[src/include/dual_conv_pkg.sv]
// shared constants and types of the dual converter input interface
`default_nettype none
package dual_conv_pkg;
	localparam int CODE_W = 14;
	localparam logic [13:0] CODE_MAX = 14'h3fff;
	localparam int IREF_W = 16;
	localparam int FS_SHIFT = 5;
	localparam int FS_W = 21;
	localparam int LAT_STAGES = 4;
	localparam int FIFO_DEPTH = 16;
	localparam int ADDR_W = 8;
	localparam logic [7:0] CTRL_OFF = 8'h00;
	localparam logic [7:0] STATUS_OFF = 8'h04;
	localparam logic [7:0] IREF_A_OFF = 8'h08;
	localparam logic [7:0] IREF_B_OFF = 8'h0c;
	localparam logic [7:0] FS_A_OFF = 8'h10;
	localparam logic [7:0] FS_B_OFF = 8'h14;
	localparam logic [7:0] CODE_A_OFF = 8'h18;
	localparam logic [7:0] CODE_B_OFF = 8'h1c;
	localparam logic [31:0] CTRL_RESET = 32'h0000_0001;
	localparam logic [15:0] IREF_RESET = 16'h0000;
	localparam int CTRL_EN_BIT = 0;
	localparam logic [1:0] RESP_OKAY = 2'h0;
	localparam logic [1:0] RESP_SLVERR = 2'h2;

	typedef struct packed {
		logic [13:0] code_a;
		logic [13:0] code_b;
	} sample_pair_t;

	typedef enum logic [1:0] {
		MODE_INTERLEAVED = 2'b01,
		MODE_DUAL = 2'b10
	} bus_mode_t;
endpackage
`default_nettype wire

[src/rtl/dual_conv_input.sv]
// input latches, interleave steering, latch clock divider, register slave and sample fifo
`default_nettype none

// ----------------------------------------
// sample fifo
// ----------------------------------------
module sample_fifo #(
	parameter int WIDTH = 28,
	parameter int DEPTH = 16
) (
	input wire logic aclk,
	input wire logic aresetn,
	input wire logic ce,
	input wire logic in_valid,
	output logic in_ready,
	input wire logic [WIDTH-1:0] in_data,
	output logic out_valid,
	input wire logic out_ready,
	output logic [WIDTH-1:0] out_data,
	output logic [$clog2(DEPTH):0] level
);
	localparam int PW = $clog2(DEPTH);
	logic [WIDTH-1:0] mem [DEPTH];
	logic [PW-1:0] wr_ptr_reg;
	logic [PW-1:0] rd_ptr_reg;
	logic [PW:0] count_reg;
	logic push;
	logic pop;

	assign in_ready = (count_reg != (PW+1)'(DEPTH));
	assign out_valid = (count_reg != '0);
	assign push = in_valid && in_ready;
	assign pop = out_valid && out_ready;
	assign out_data = mem[rd_ptr_reg];
	assign level = count_reg;

	always_ff @(posedge aclk) begin
		if (ce && push) begin
			mem[wr_ptr_reg] <= in_data;
		end
	end

	always_ff @(posedge aclk) begin
		if (!aresetn) begin
			wr_ptr_reg <= '0;
			rd_ptr_reg <= '0;
			count_reg <= '0;
		end else if (ce) begin
			if (push) begin
				wr_ptr_reg <= wr_ptr_reg + 1'b1;
			end
			if (pop) begin
				rd_ptr_reg <= rd_ptr_reg + 1'b1;
			end
			if (push && !pop) begin
				count_reg <= count_reg + 1'b1;
			end else if (pop && !push) begin
				count_reg <= count_reg - 1'b1;
			end
		end
	end
endmodule

// ----------------------------------------
// converter input interface
// ----------------------------------------
module dual_conv_input (
	input wire logic aclk,
	input wire logic aresetn,
	input wire logic ce,
	input wire logic bus_mode,
	input wire logic [13:0] bus_a,
	input wire logic [13:0] bus_b,
	input wire logic write_strobe_a,
	input wire logic write_strobe_b,
	input wire logic update_clock_a,
	input wire logic update_clock_b,
	input wire logic channel_select,
	input wire logic pairing_reset,
	input wire logic gain_select,
	output logic divided_latch_clock,
	output logic [13:0] primary_current_out_a,
	output logic [13:0] complement_current_out_a,
	output logic [13:0] primary_current_out_b,
	output logic [13:0] complement_current_out_b,
	output logic [20:0] full_scale_a,
	output logic [20:0] full_scale_b,
	output logic input_ready,
	output logic sample_valid,
	input wire logic sample_ready,
	output dual_conv_pkg::sample_pair_t sample_data,
	input wire logic [7:0] s_axi_awaddr,
	input wire logic s_axi_awvalid,
	output logic s_axi_awready,
	input wire logic [31:0] s_axi_wdata,
	input wire logic [3:0] s_axi_wstrb,
	input wire logic s_axi_wvalid,
	output logic s_axi_wready,
	output logic [1:0] s_axi_bresp,
	output logic s_axi_bvalid,
	input wire logic s_axi_bready,
	input wire logic [7:0] s_axi_araddr,
	input wire logic s_axi_arvalid,
	output logic s_axi_arready,
	output logic [31:0] s_axi_rdata,
	output logic [1:0] s_axi_rresp,
	output logic s_axi_rvalid,
	input wire logic s_axi_rready
);
	// ----------------------------------------
	// helpers
	// ----------------------------------------
	function automatic logic [31:0] merge_bytes(input logic [31:0] old_v,
		input logic [31:0] new_v, input logic [3:0] strb);
		logic [31:0] r;
		r = old_v;
		for (int i = 0; i < 4; i++) begin
			if (strb[i]) begin
				r[i*8 +: 8] = new_v[i*8 +: 8];
			end
		end
		return r;
	endfunction

	function automatic logic [20:0] scale_ref(input logic [15:0] iref);
		return 21'(iref) << dual_conv_pkg::FS_SHIFT;
	endfunction

	function automatic logic rise(input logic now_v, input logic prev_v);
		return now_v && !prev_v;
	endfunction

	// ----------------------------------------
	// registers and state
	// ----------------------------------------
	logic [31:0] ctrl_reg;
	logic [15:0] iref_a_reg;
	logic [15:0] iref_b_reg;
	logic wa_prev_reg, wb_prev_reg, ca_prev_reg, cb_prev_reg;
	logic [13:0] in_a_reg, in_b_reg;
	logic [13:0] pres_a_reg, pres_b_reg;
	logic [13:0] pipe_a_reg [dual_conv_pkg::LAT_STAGES];
	logic [13:0] pipe_b_reg [dual_conv_pkg::LAT_STAGES];
	logic div_reg;
	logic div_next;
	dual_conv_pkg::bus_mode_t mode;
	logic enabled;
	logic wr_a_rise, wr_b_rise, wr_a_fall, clk_a_rise, clk_b_rise;
	logic adv_a, adv_b;
	logic fifo_ready;
	logic [4:0] fifo_level;
	dual_conv_pkg::sample_pair_t push_pair;

	// bus mode selection
	// mode pin decode
	assign mode = bus_mode ? dual_conv_pkg::MODE_DUAL : dual_conv_pkg::MODE_INTERLEAVED;
	assign enabled = ctrl_reg[dual_conv_pkg::CTRL_EN_BIT];
	assign wr_a_rise = enabled && rise(write_strobe_a, wa_prev_reg);
	assign wr_b_rise = enabled && rise(write_strobe_b, wb_prev_reg);
	assign wr_a_fall = enabled && rise(wa_prev_reg, write_strobe_a);
	assign clk_a_rise = enabled && rise(update_clock_a, ca_prev_reg);
	assign clk_b_rise = enabled && rise(update_clock_b, cb_prev_reg);

	always_comb begin
		div_next = div_reg;
		if (pairing_reset) begin
			div_next = 1'b0;
		end else if (clk_a_rise) begin
			div_next = !div_reg;
		end
	end

	// converter advance, stalled while the fifo is full
	always_comb begin
		adv_a = 1'b0;
		adv_b = 1'b0;
		case (mode)
			dual_conv_pkg::MODE_DUAL: begin
				adv_a = clk_a_rise && fifo_ready;
				adv_b = clk_b_rise && fifo_ready;
			end
			dual_conv_pkg::MODE_INTERLEAVED: begin
				adv_a = !div_reg && div_next && fifo_ready;
				adv_b = adv_a;
			end
			default: begin
				adv_a = 1'b0;
				adv_b = 1'b0;
			end
		endcase
	end

	// ----------------------------------------
	// pin edge tracking
	// ----------------------------------------
	always_ff @(posedge aclk) begin
		if (!aresetn) begin
			wa_prev_reg <= 1'b0;
			wb_prev_reg <= 1'b0;
			ca_prev_reg <= 1'b0;
			cb_prev_reg <= 1'b0;
		end else if (ce) begin
			wa_prev_reg <= write_strobe_a;
			wb_prev_reg <= write_strobe_b;
			ca_prev_reg <= update_clock_a;
			cb_prev_reg <= update_clock_b;
		end
	end

	// ----------------------------------------
	// input latches
	// ----------------------------------------
	always_ff @(posedge aclk) begin
		if (!aresetn) begin
			in_a_reg <= '0;
			in_b_reg <= '0;
		end else if (ce) begin
			if (mode == dual_conv_pkg::MODE_DUAL) begin
				if (wr_a_rise) begin
					in_a_reg <= bus_a;
				end
				if (wr_b_rise) begin
					in_b_reg <= bus_b;
				end
			end else if (wr_a_rise) begin
				if (channel_select) begin
					in_a_reg <= bus_a;
					in_b_reg <= in_b_reg;
				end else begin
					in_b_reg <= bus_a;
				end
			end
		end
	end

	always_ff @(posedge aclk) begin
		if (!aresetn) begin
			pres_a_reg <= '0;
			pres_b_reg <= '0;
		end else if (ce && mode == dual_conv_pkg::MODE_INTERLEAVED && wr_a_fall) begin
			pres_a_reg <= in_a_reg;
			pres_b_reg <= in_b_reg;
		end
	end

	// divider held low under pairing reset
	always_ff @(posedge aclk) begin
		if (!aresetn) begin
			div_reg <= 1'b0;
		end else if (ce) begin
			div_reg <= (mode == dual_conv_pkg::MODE_INTERLEAVED) ? div_next : 1'b0;
		end
	end
	assign divided_latch_clock = div_reg;

	// ----------------------------------------
	// converter latch and latency pipeline
	// ----------------------------------------
	// converter latch loads on update
	// four update stages to the output
	always_ff @(posedge aclk) begin
		if (!aresetn) begin
			for (int i = 0; i < dual_conv_pkg::LAT_STAGES; i++) begin
				pipe_a_reg[i] <= '0;
				pipe_b_reg[i] <= '0;
			end
		end else if (ce) begin
			if (adv_a) begin
				pipe_a_reg[0] <= (mode == dual_conv_pkg::MODE_DUAL) ? in_a_reg : pres_a_reg;
				for (int i = 1; i < dual_conv_pkg::LAT_STAGES; i++) begin
					pipe_a_reg[i] <= pipe_a_reg[i-1];
				end
			end
			if (adv_b) begin
				pipe_b_reg[0] <= (mode == dual_conv_pkg::MODE_DUAL) ? in_b_reg : pres_b_reg;
				for (int i = 1; i < dual_conv_pkg::LAT_STAGES; i++) begin
					pipe_b_reg[i] <= pipe_b_reg[i-1];
				end
			end
		end
	end

	// ----------------------------------------
	// output codes and full scale
	// ----------------------------------------
	// offset binary used directly
	always_ff @(posedge aclk) begin
		if (!aresetn) begin
			primary_current_out_a <= '0;
			complement_current_out_a <= dual_conv_pkg::CODE_MAX;
			primary_current_out_b <= '0;
			complement_current_out_b <= dual_conv_pkg::CODE_MAX;
		end else if (ce) begin
			primary_current_out_a <= pipe_a_reg[dual_conv_pkg::LAT_STAGES-1];
			complement_current_out_a <= dual_conv_pkg::CODE_MAX
				- pipe_a_reg[dual_conv_pkg::LAT_STAGES-1];
			primary_current_out_b <= pipe_b_reg[dual_conv_pkg::LAT_STAGES-1];
			complement_current_out_b <= dual_conv_pkg::CODE_MAX
				- pipe_b_reg[dual_conv_pkg::LAT_STAGES-1];
		end
	end

	// full scale is reference times 32
	always_ff @(posedge aclk) begin
		if (!aresetn) begin
			full_scale_a <= '0;
			full_scale_b <= '0;
		end else if (ce) begin
			full_scale_a <= scale_ref(iref_a_reg);
			full_scale_b <= gain_select ? scale_ref(iref_a_reg) : scale_ref(iref_b_reg);
		end
	end

	// ----------------------------------------
	// sample fifo
	// ----------------------------------------
	assign push_pair.code_a = (mode == dual_conv_pkg::MODE_DUAL) ? in_a_reg : pres_a_reg;
	assign push_pair.code_b = (mode == dual_conv_pkg::MODE_DUAL) ? in_b_reg : pres_b_reg;
	assign input_ready = fifo_ready;

	sample_fifo #(
		.WIDTH($bits(dual_conv_pkg::sample_pair_t)),
		.DEPTH(dual_conv_pkg::FIFO_DEPTH)
	) fifo_i (
		.aclk(aclk),
		.aresetn(aresetn),
		.ce(ce),
		.in_valid(adv_a || adv_b),
		.in_ready(fifo_ready),
		.in_data(push_pair),
		.out_valid(sample_valid),
		.out_ready(sample_ready),
		.out_data(sample_data),
		.level(fifo_level)
	);

	// ----------------------------------------
	// register slave
	// ----------------------------------------
	logic aw_got_reg, w_got_reg, bvalid_reg, rvalid_reg;
	logic [7:0] awaddr_reg;
	logic [31:0] wdata_reg;
	logic [3:0] wstrb_reg;
	logic [1:0] bresp_reg, rresp_reg;
	logic [31:0] rdata_reg;
	logic do_write;
	logic addr_ok;

	assign s_axi_awready = !aw_got_reg && !bvalid_reg;
	assign s_axi_wready = !w_got_reg && !bvalid_reg;
	assign s_axi_arready = !rvalid_reg;
	assign s_axi_bvalid = bvalid_reg;
	assign s_axi_bresp = bresp_reg;
	assign s_axi_rvalid = rvalid_reg;
	assign s_axi_rresp = rresp_reg;
	assign s_axi_rdata = rdata_reg;
	assign do_write = aw_got_reg && w_got_reg;
	assign addr_ok = awaddr_reg == dual_conv_pkg::CTRL_OFF
		|| awaddr_reg == dual_conv_pkg::IREF_A_OFF
		|| awaddr_reg == dual_conv_pkg::IREF_B_OFF;

	always_ff @(posedge aclk) begin
		if (!aresetn) begin
			aw_got_reg <= 1'b0;
			w_got_reg <= 1'b0;
			bvalid_reg <= 1'b0;
			bresp_reg <= dual_conv_pkg::RESP_OKAY;
			awaddr_reg <= '0;
			wdata_reg <= '0;
			wstrb_reg <= '0;
		end else if (ce) begin
			if (s_axi_awvalid && s_axi_awready) begin
				aw_got_reg <= 1'b1;
				awaddr_reg <= s_axi_awaddr;
			end
			if (s_axi_wvalid && s_axi_wready) begin
				w_got_reg <= 1'b1;
				wdata_reg <= s_axi_wdata;
				wstrb_reg <= s_axi_wstrb;
			end
			if (do_write) begin
				aw_got_reg <= 1'b0;
				w_got_reg <= 1'b0;
				bvalid_reg <= 1'b1;
				bresp_reg <= addr_ok ? dual_conv_pkg::RESP_OKAY : dual_conv_pkg::RESP_SLVERR;
			end else if (bvalid_reg && s_axi_bready) begin
				bvalid_reg <= 1'b0;
			end
		end
	end

	always_ff @(posedge aclk) begin
		if (!aresetn) begin
			ctrl_reg <= dual_conv_pkg::CTRL_RESET;
			iref_a_reg <= dual_conv_pkg::IREF_RESET;
			iref_b_reg <= dual_conv_pkg::IREF_RESET;
		end else if (ce && do_write) begin
			case (awaddr_reg)
				dual_conv_pkg::CTRL_OFF: begin
					ctrl_reg <= merge_bytes(ctrl_reg, wdata_reg, wstrb_reg) & 32'h0000_0001;
				end
				dual_conv_pkg::IREF_A_OFF: begin
					iref_a_reg <= 16'(merge_bytes({16'h0000, iref_a_reg}, wdata_reg, wstrb_reg));
				end
				dual_conv_pkg::IREF_B_OFF: begin
					iref_b_reg <= 16'(merge_bytes({16'h0000, iref_b_reg}, wdata_reg, wstrb_reg));
				end
				default: begin
				end
			endcase
		end
	end

	always_ff @(posedge aclk) begin
		if (!aresetn) begin
			rvalid_reg <= 1'b0;
			rdata_reg <= '0;
			rresp_reg <= dual_conv_pkg::RESP_OKAY;
		end else if (ce) begin
			if (s_axi_arvalid && s_axi_arready) begin
				rvalid_reg <= 1'b1;
				rresp_reg <= dual_conv_pkg::RESP_OKAY;
				case (s_axi_araddr)
					dual_conv_pkg::CTRL_OFF: rdata_reg <= ctrl_reg;
					dual_conv_pkg::STATUS_OFF: begin
						rdata_reg <= {22'h000000, fifo_level, fifo_ready, div_reg,
							pairing_reset, gain_select, bus_mode};
					end
					dual_conv_pkg::IREF_A_OFF: rdata_reg <= {16'h0000, iref_a_reg};
					dual_conv_pkg::IREF_B_OFF: rdata_reg <= {16'h0000, iref_b_reg};
					dual_conv_pkg::FS_A_OFF: rdata_reg <= {11'h000, full_scale_a};
					dual_conv_pkg::FS_B_OFF: rdata_reg <= {11'h000, full_scale_b};
					dual_conv_pkg::CODE_A_OFF: rdata_reg <= {18'h00000, primary_current_out_a};
					dual_conv_pkg::CODE_B_OFF: rdata_reg <= {18'h00000, primary_current_out_b};
					default: begin
						rdata_reg <= '0;
						rresp_reg <= dual_conv_pkg::RESP_SLVERR;
					end
				endcase
			end else if (rvalid_reg && s_axi_rready) begin
				rvalid_reg <= 1'b0;
			end
		end
	end
endmodule
`default_nettype wire

[config.mk]
export PLATFORM = sky130hd
export DESIGN_NAME = dual_conv_input
export DESIGN_NICKNAME = d
export VERILOG_FILES = /design/src/include/dual_conv_pkg.sv /design/src/rtl/dual_conv_input.sv
export SDC_FILE = /design/constraint.sdc
export NUM_CORES = 1
export LEC_CHECK = 0
export BUFFER_PORTS_ARGS = -buffer_cell sky130_fd_sc_hd__buf_2
export CAP_MARGIN = 20
export CORE_MARGIN = 2
export CORE_UTILIZATION = 30
export CTS_BUF_LIST = sky130_fd_sc_hd__clkbuf_16
export CTS_CLUSTER_SIZE = 25
export DETAILED_ROUTE_END_ITERATION = 8
export HOLD_SLACK_MARGIN = 0.15
export PLACE_DENSITY = 0.54
export SLEW_MARGIN = 20
export SYNTH_ARGS = -nofsm -noshare
export SYNTH_HDL_FRONTEND = slang
export SYNTH_SLANG_ARGS = --single-unit
[constraint.sdc]
create_clock -name aclk -period 9.1 [get_ports aclk]
set_input_delay 0.91 -clock aclk [delete_from_list [all_inputs] [get_ports aclk]]
set_output_delay 0.91 -clock aclk [all_outputs]
set_load 0.05 [all_outputs]
==> reports/results.tsv, run 1 <==
metric	value	unit
cell repeated most along the worst path	mux4_2	
crit-path max FO	43	
PwrDens	231	nW/µm²
Area contributors post-synth	edfxtp_1, dfxtp_1, mux4_2	
Mapped Area	31600	µm²
Cell Chain, Critical Path	buf_4 -> mux4_2 -> mux4_2 -> buf_2	
first-pass GRT wire length	118000	µm
Clock Latency Late Sink	0.64	ns
share of layout cells above drive strength 1	0.248	
Slowest-stage cell, CP	dfxtp_4	
max FFs per register	448	
worst r2r dst	fifo_i.mem[4][21]	
Worst Path Arrival	3.76	ns
setup bufs post-CTS	0	
largest net degree at the start of global routing	112	
CP endpoint kind	primary output	
Final HPWL DP	50000	µm
io pins	267	
Layout Nets	2407	
HP Start	pres_b_reg[10]	
Yosys reg bits	812	
outcome	completed	
Resized cells post-CTS	0	
Main synth FF type	edfxtp_1	
CTS Hold Bufs	0	
P&R area growth vs syn	16.7	%
CP startpoint kind	flop	
Data required, critical path	8.19	ns
Hold Fails Final Rpt	0	
Yosys cell types	57	
Hold Path End	pres_b_reg[10]	
Peak VDD IR	0.000114	V
Synth Area in XOR/XNOR	0.00194	
number of port buffers	225	
router iterations before antenna repair	5	
sequential area share after synthesis	0.691	
drt wl/cell	21.6	µm
htree depth	3	
Post-Place Cells	3604	
Worst path max stage delay	0.84	ns
Post-synth EDFFs	560	
crit path time final	4.67	ns
kind of critical path	reg2out	
area share of the largest cell type after synthesis	0.532	
simple-gate share of the synthesized area	0.0860	
Syn Inst Count	2089	
Die H	329	µm
PnR Total Power	8.54	mW
Non-Filler Instances	3762	
R2R Setup Slk	5.84	ns
Die Footprint	108000	µm²
CTS tree	built	
GRT Total Usage	0.147	
max_slew headroom	0.302	
Syn. warnings	0	
hold path depth	2	
DRC violations left	0	
Max Clock Skew	0.0269	ns
total gr overflow	0	
largest family of logic cells by synthesized area	multiplexers	
CTS Buf Count	85	
f_max	0.214	GHz
P_leak	13.0	nW
Post-DRT Antenna Nets	0	
total negative slack	0	ns
worst reg-to-reg path cell count	6	
multiplexer share of the synthesized area	0.148	
RSZ-0062 raised after global routing	false	
Placeable Area	105000	µm²
max cap viols	0	
FILL cells	10081	
CTS clock-pin slew for the worst setup and hold paths	0.06	ns
Rows	119	
via count	18221	
average size of a mapped cell	15.1	µm²
vias in the first global route	17987	
FFs w/ async S/R, synth	0	
initial core utilization	0.301	
Clock Sinks	812	
compound-cell area share of the yosys netlist	0.0452	
Slew Viols, Final	0	
CTS max path bufs	3	
DR iter-0 viols	1728	
worst slew pin tran	1.05	ns
width of the die	329	µm
worst reg2reg startpoint	ctrl_reg[0]	
via/cell ratio	4.84	
Synth Area in Adders	0.00419	
Post-Route WL	81200	µm
final period utilization	0.513	
CTS Root Buffer Type	clkbuf_16	
gp weighted congestion	0.836	
worst min path class	reg2reg	
initial antenna violation count	7	
dominant cell type by area after synthesis	edfxtp_1	
endpoints failing setup	0	
[metal layers]
| metal | GRT usage | wire [µm] | vias to the layer above |
|---|---|---|---|
| met1 | 0.201 | 35300 | 9263 |
| met5 | 0 | 11 | - |
| li1 | - | - | 8265 |
| met3 | 0.0253 | 5240 | 116 |
| met4 | 0.0415 | 1840 | 2 |
| met2 | 0.241 | 38700 | 575 |
[cell families after synthesis]
kind of cell,Yosys count
DFF,812
xor gates and xnor gates,7
buffers and inverters,166
muxes,283
AOI/OAI and AO/OA,249
other,1
adders and majority gates,10
and+or+nand+nor,561
[cell usage after synthesis, drive strengths merged, types with 32 or more instances]
master / count
and2: 63
mux2: 32
mux2i: 106
clkbuf: 86
edfxtp: 560
and3: 59
nor2: 121
nand2: 216
mux4: 145
a21oi: 104
nand2b: 35
buf: 71
o21ai: 75
dfxtp: 252
[cells in the final DEF (no fill, tap or decap), drive strengths merged, types with 3 or more instances in the layout]
cell and n:
a211oi 31, a21oi 104, a22o 3, a22oi 10
a31oi 5, a32o 4, a32oi 4, and2 63
and3 59, buf 259, bufinv 6, clkbuf 87
clkinv 39, clkinvlp 3, conb 23, dfxtp 252
edfxtp 560, ha 9, inv 30, mux2 32
mux2i 106, mux4 145, nand2 216, nand2b 35
nand3 27, nand4 4, nor2 121, nor2b 6
nor3 9, nor4b 3, o21ai 75, o22ai 5
or3 3, xnor2 4, xor2 3
[through the flow]
step	utilization	setup slack, ns	hold slack [ns]	area (µm²)
2_1_floorplan	-	3.36	0.434	31700
3_3_place_gp	0.326	4.97	0.439	34300
3_5_place_dp	0.326	4.93	0.444	34300
4_1_cts	0.352	4.24	0.452	36900
5_1_grt	0.352	4.12	0.470	36900
6_report	0.352	4.43	0.450	36900
[power breakdown]
part	switching (mW)	total, mW	internal [mW]	leakage, nW
registers	0.102	4.14	4.04	7.32
clock network	1.41	3.32	1.90	1.37
logic	0.673	1.08	0.407	4.31
[worst max-delay path, delay by kind of cell, from the launching register on]
| kind | cells | cell delay (ns) |
|---|---|---|
| muxes | 2 | 1.17 |
| DFF | 1 | 0.84 |
| buffers and inverters | 2 | 1.05 |
[area by class of cell]
class                           instances  area, µm²  share of cell area
Antenna cell                            2       5.00            0.000136
Clock buffer                           87       2180              0.0590
Clock inverter                         69        487              0.0132
Inverter                                9       38.8             0.00105
Multi-Input combinational cell       1133       9220               0.250
Sequential cell                       812      21900               0.592
Tap cell                             1391       1740              0.0471
Timing Repair Buffer                  259       1390              0.0375
[worst max-delay path by stage]
| stage | from | to | slack (ns) | cells after the start |
|---|---|---|---|---|
| final | flop | sample_data[15] | 4.43 | 4 |
| after global placement | flop | sample_data[1] | 4.97 | 4 |
| after global routing | flop | sample_data[15] | 4.12 | 4 |
| after CTS | flop | sample_data[1] | 4.24 | 4 |
| after detailed placement | flop | sample_data[1] | 4.93 | 4 |
| after floorplan | ce | pipe_b_reg[0][0] | 3.36 | 3 |
No activity file was read; power rests on OpenSTA's default activity.
==> run 2, diff against run 1 <==
clock period = 4.6 ns   (was 9.1 ns; I/O delays follow)
==> reports/results.tsv, run 2 (same netlist as run 1, synthesis figures left out) <==
metric	value	unit	change
outcome	completed		
Worst path max stage delay	0.80	ns	-0.04 ns
cell repeated most along the worst path	mux4_2		
hold path depth	3		+1
width of the die	329	µm	unchanged
Post-Route WL	81700	µm	+0.68%
vias in the first global route	18307		+1.8%
RSZ-0062 raised after global routing	false		
Rows	119		unchanged
Slew Viols, Final	0		unchanged
router iterations before antenna repair	5		unchanged
R2R Setup Slk	1.64	ns	-4.20 ns
CTS Root Buffer Type	clkbuf_16		
io pins	267		unchanged
max_slew headroom	0.292		-0.00982
worst min path class	in2reg		
P&R area growth vs syn	19.0	%	
crit-path max FO	68		+58%
Sw Share	0.259		+0.00281
CTS Hold Bufs	51		+51
CTS Buf Count	87		+2.4%
Bufs and invs on worst path	2		unchanged
P_leak	13.3	nW	+2.4%
Die H	329	µm	unchanged
DRC violations left	0		unchanged
setup bufs post-CTS	0		unchanged
Die Footprint	108000	µm²	unchanged
Peak VDD IR	0.000280	V	+150%
clock network power share	0.398		+0.010
worst hold slack	0.189	ns	-0.261 ns
Hold Fails Final Rpt	0		unchanged
Clock Latency Late Sink	0.66	ns	+0.02 ns
max cap viols	0		unchanged
DR iter-0 viols	1582		-8.4%
total gr overflow	0		unchanged
max FFs per register	448		unchanged
Util after Layout	0.359		+0.00687
largest net degree at the start of global routing	118		+5.4%
Final HPWL DP	50100	µm	+0.20%
Hold Path End	in_b_reg[12]		
initial core utilization	0.301		unchanged
endpoints failing setup	0		unchanged
CTS tree	built		
Layout Nets	2461		+2.2%
worst slew pin tran	1.06	ns	+0.0147 ns
Worst Path Arrival	3.21	ns	-0.55 ns
kind of critical path	reg2out		
Comb pwr share	0.129		+0.003
CTS clock-pin slew for the worst setup and hold paths	0.06	ns	about the same
Max Clock Skew	0.0442	ns	+0.0173 ns
htree depth	3		unchanged
Slowest-stage cell, CP	dfxtp_4		
Resized cells post-CTS	0		unchanged
Post-DRT Antenna Nets	0		unchanged
first-pass GRT wire length	119000	µm	+0.74%
CTS max path bufs	3		unchanged
PnR Total Power	17.3	mW	+100%
gp weighted congestion	0.846		+1.2%
worst reg2reg startpoint	fifo_i.level[1]		
final period utilization	0.798		
Placeable Area	105000	µm²	unchanged
cell-internal power	12.8	mW	+100%
CP startpoint kind	flop		
Reg power frac	0.473		-0.012
GRT Total Usage	0.148		+0.00101
number of port buffers	225		unchanged
f_max	0.272	GHz	
Clock Sinks	812		unchanged
CP top delay family	multiplexers		
FILL cells	9982		-0.98%
PwrDens	459	nW/µm²	+98%
Data required, critical path	4.14	ns	-4.05 ns
worst r2r dst	fifo_i.level[4]		
switching power	4.47	mW	+100%
initial antenna violation count	12		+5
total negative slack	0	ns	unchanged
commonest non-fill, non-tap cell in the layout	edfxtp_1		
share of layout cells above drive strength 1	0.245		-0.00284
via/cell ratio	4.87		+0.55%
crit path time final	3.67	ns	
HP Start	bus_b[12]		
most frequent cells in the layout	edfxtp_1, dfxtp_1, buf_2		
Cell Chain, Critical Path	buf_12 -> mux4_2 -> mux4_2 -> buf_2		
Non-Filler Instances	3824		+1.6%
CP endpoint kind	primary output		
drt wl/cell	21.4	µm	-0.95%
Post-Place Cells	3605		+0.028%
worst reg-to-reg path cell count	10		+4
via count	18624		+2.2%
run 2: cell types whose count changed in the layout (fill, tap and decap cells not counted), moves of 2 or more:
cell           change
inv_1              +2
buf_4              -2
bufinv_16          +2
buf_12             +3
diode_2            +2
clkinv_2           +2
inv_16             +2
dlygate4sd3_1     +51
run 2: through the flow:
step / worst slack [ns] / instance area (µm²)
detailed placement: 1.51 / 34300
floorplan: 0.722 / 31700
global placement: 1.57 / 34300
CTS: 0.853 / 37600
global route: 0.798 / 37600
finish: 0.929 / 37700
run 2: layout make-up:
type                       count  area (µm²)  share of cell area
timing repair buffer         311        1940              0.0516
clock buffer                  88        2200              0.0585
antenna                        4        10.0            0.000266
tap                         1391        1740              0.0462
inverter                       9        38.8             0.00103
sequential                   812       21900               0.581
multi-input combinational   1133        9220               0.245
clock inverter                76         627              0.0166
run 2: how the worst max path moves through the flow:
stage / from / endpoint / slack, ns / cells past startpoint
final: flop / sample_data[4] / 0.93 / 4
after global routing: flop / sample_data[4] / 0.80 / 4
after CTS: flop / sample_data[4] / 0.85 / 4
after detailed placement: update_clock_a / fifo_i.mem[4][20] / 1.51 / 7
after global placement: flop / sample_data[14] / 1.57 / 4
after floorplan: divided_latch_clock / pipe_b_reg[0][0] / 0.72 / 3
run 2: worst register-to-register path: cells and delay by family, from the launching register on:
kind | cells | cell delay (ns)
AOI/OAI and AO/OA | 2 | 0.51
adders and majority gates | 2 | 0.54
and+or+nand+nor | 4 | 1.15
muxes | 1 | 0.22
DFF | 1 | 0.36
buffers and inverters | 1 | 0.11
run 2: routing by layer:
layer	routed length, µm	global-route usage	vias up	part of all wire
met5	13	0	-	0.00016
met4	2060	0.0455	2	0.025
met3	4650	0.0268	133	0.057
met2	39300	0.243	625	0.48
met1	35700	0.199	9475	0.44
li1	-	-	8389	-
run 2: power by group through the flow:
stage / Clock (mW) / Combinational, mW / Sequential, mW
6_report: 6.88 / 2.22 / 8.18
5_1_grt: 7.35 / 2.38 / 8.20
4_1_cts: 7.05 / 2.26 / 8.18
3_5_place_dp: 0 / 2.22 / 8.34
3_3_place_gp: 0 / 2.19 / 8.33
2_1_floorplan: 0 / 1.59 / 8.35
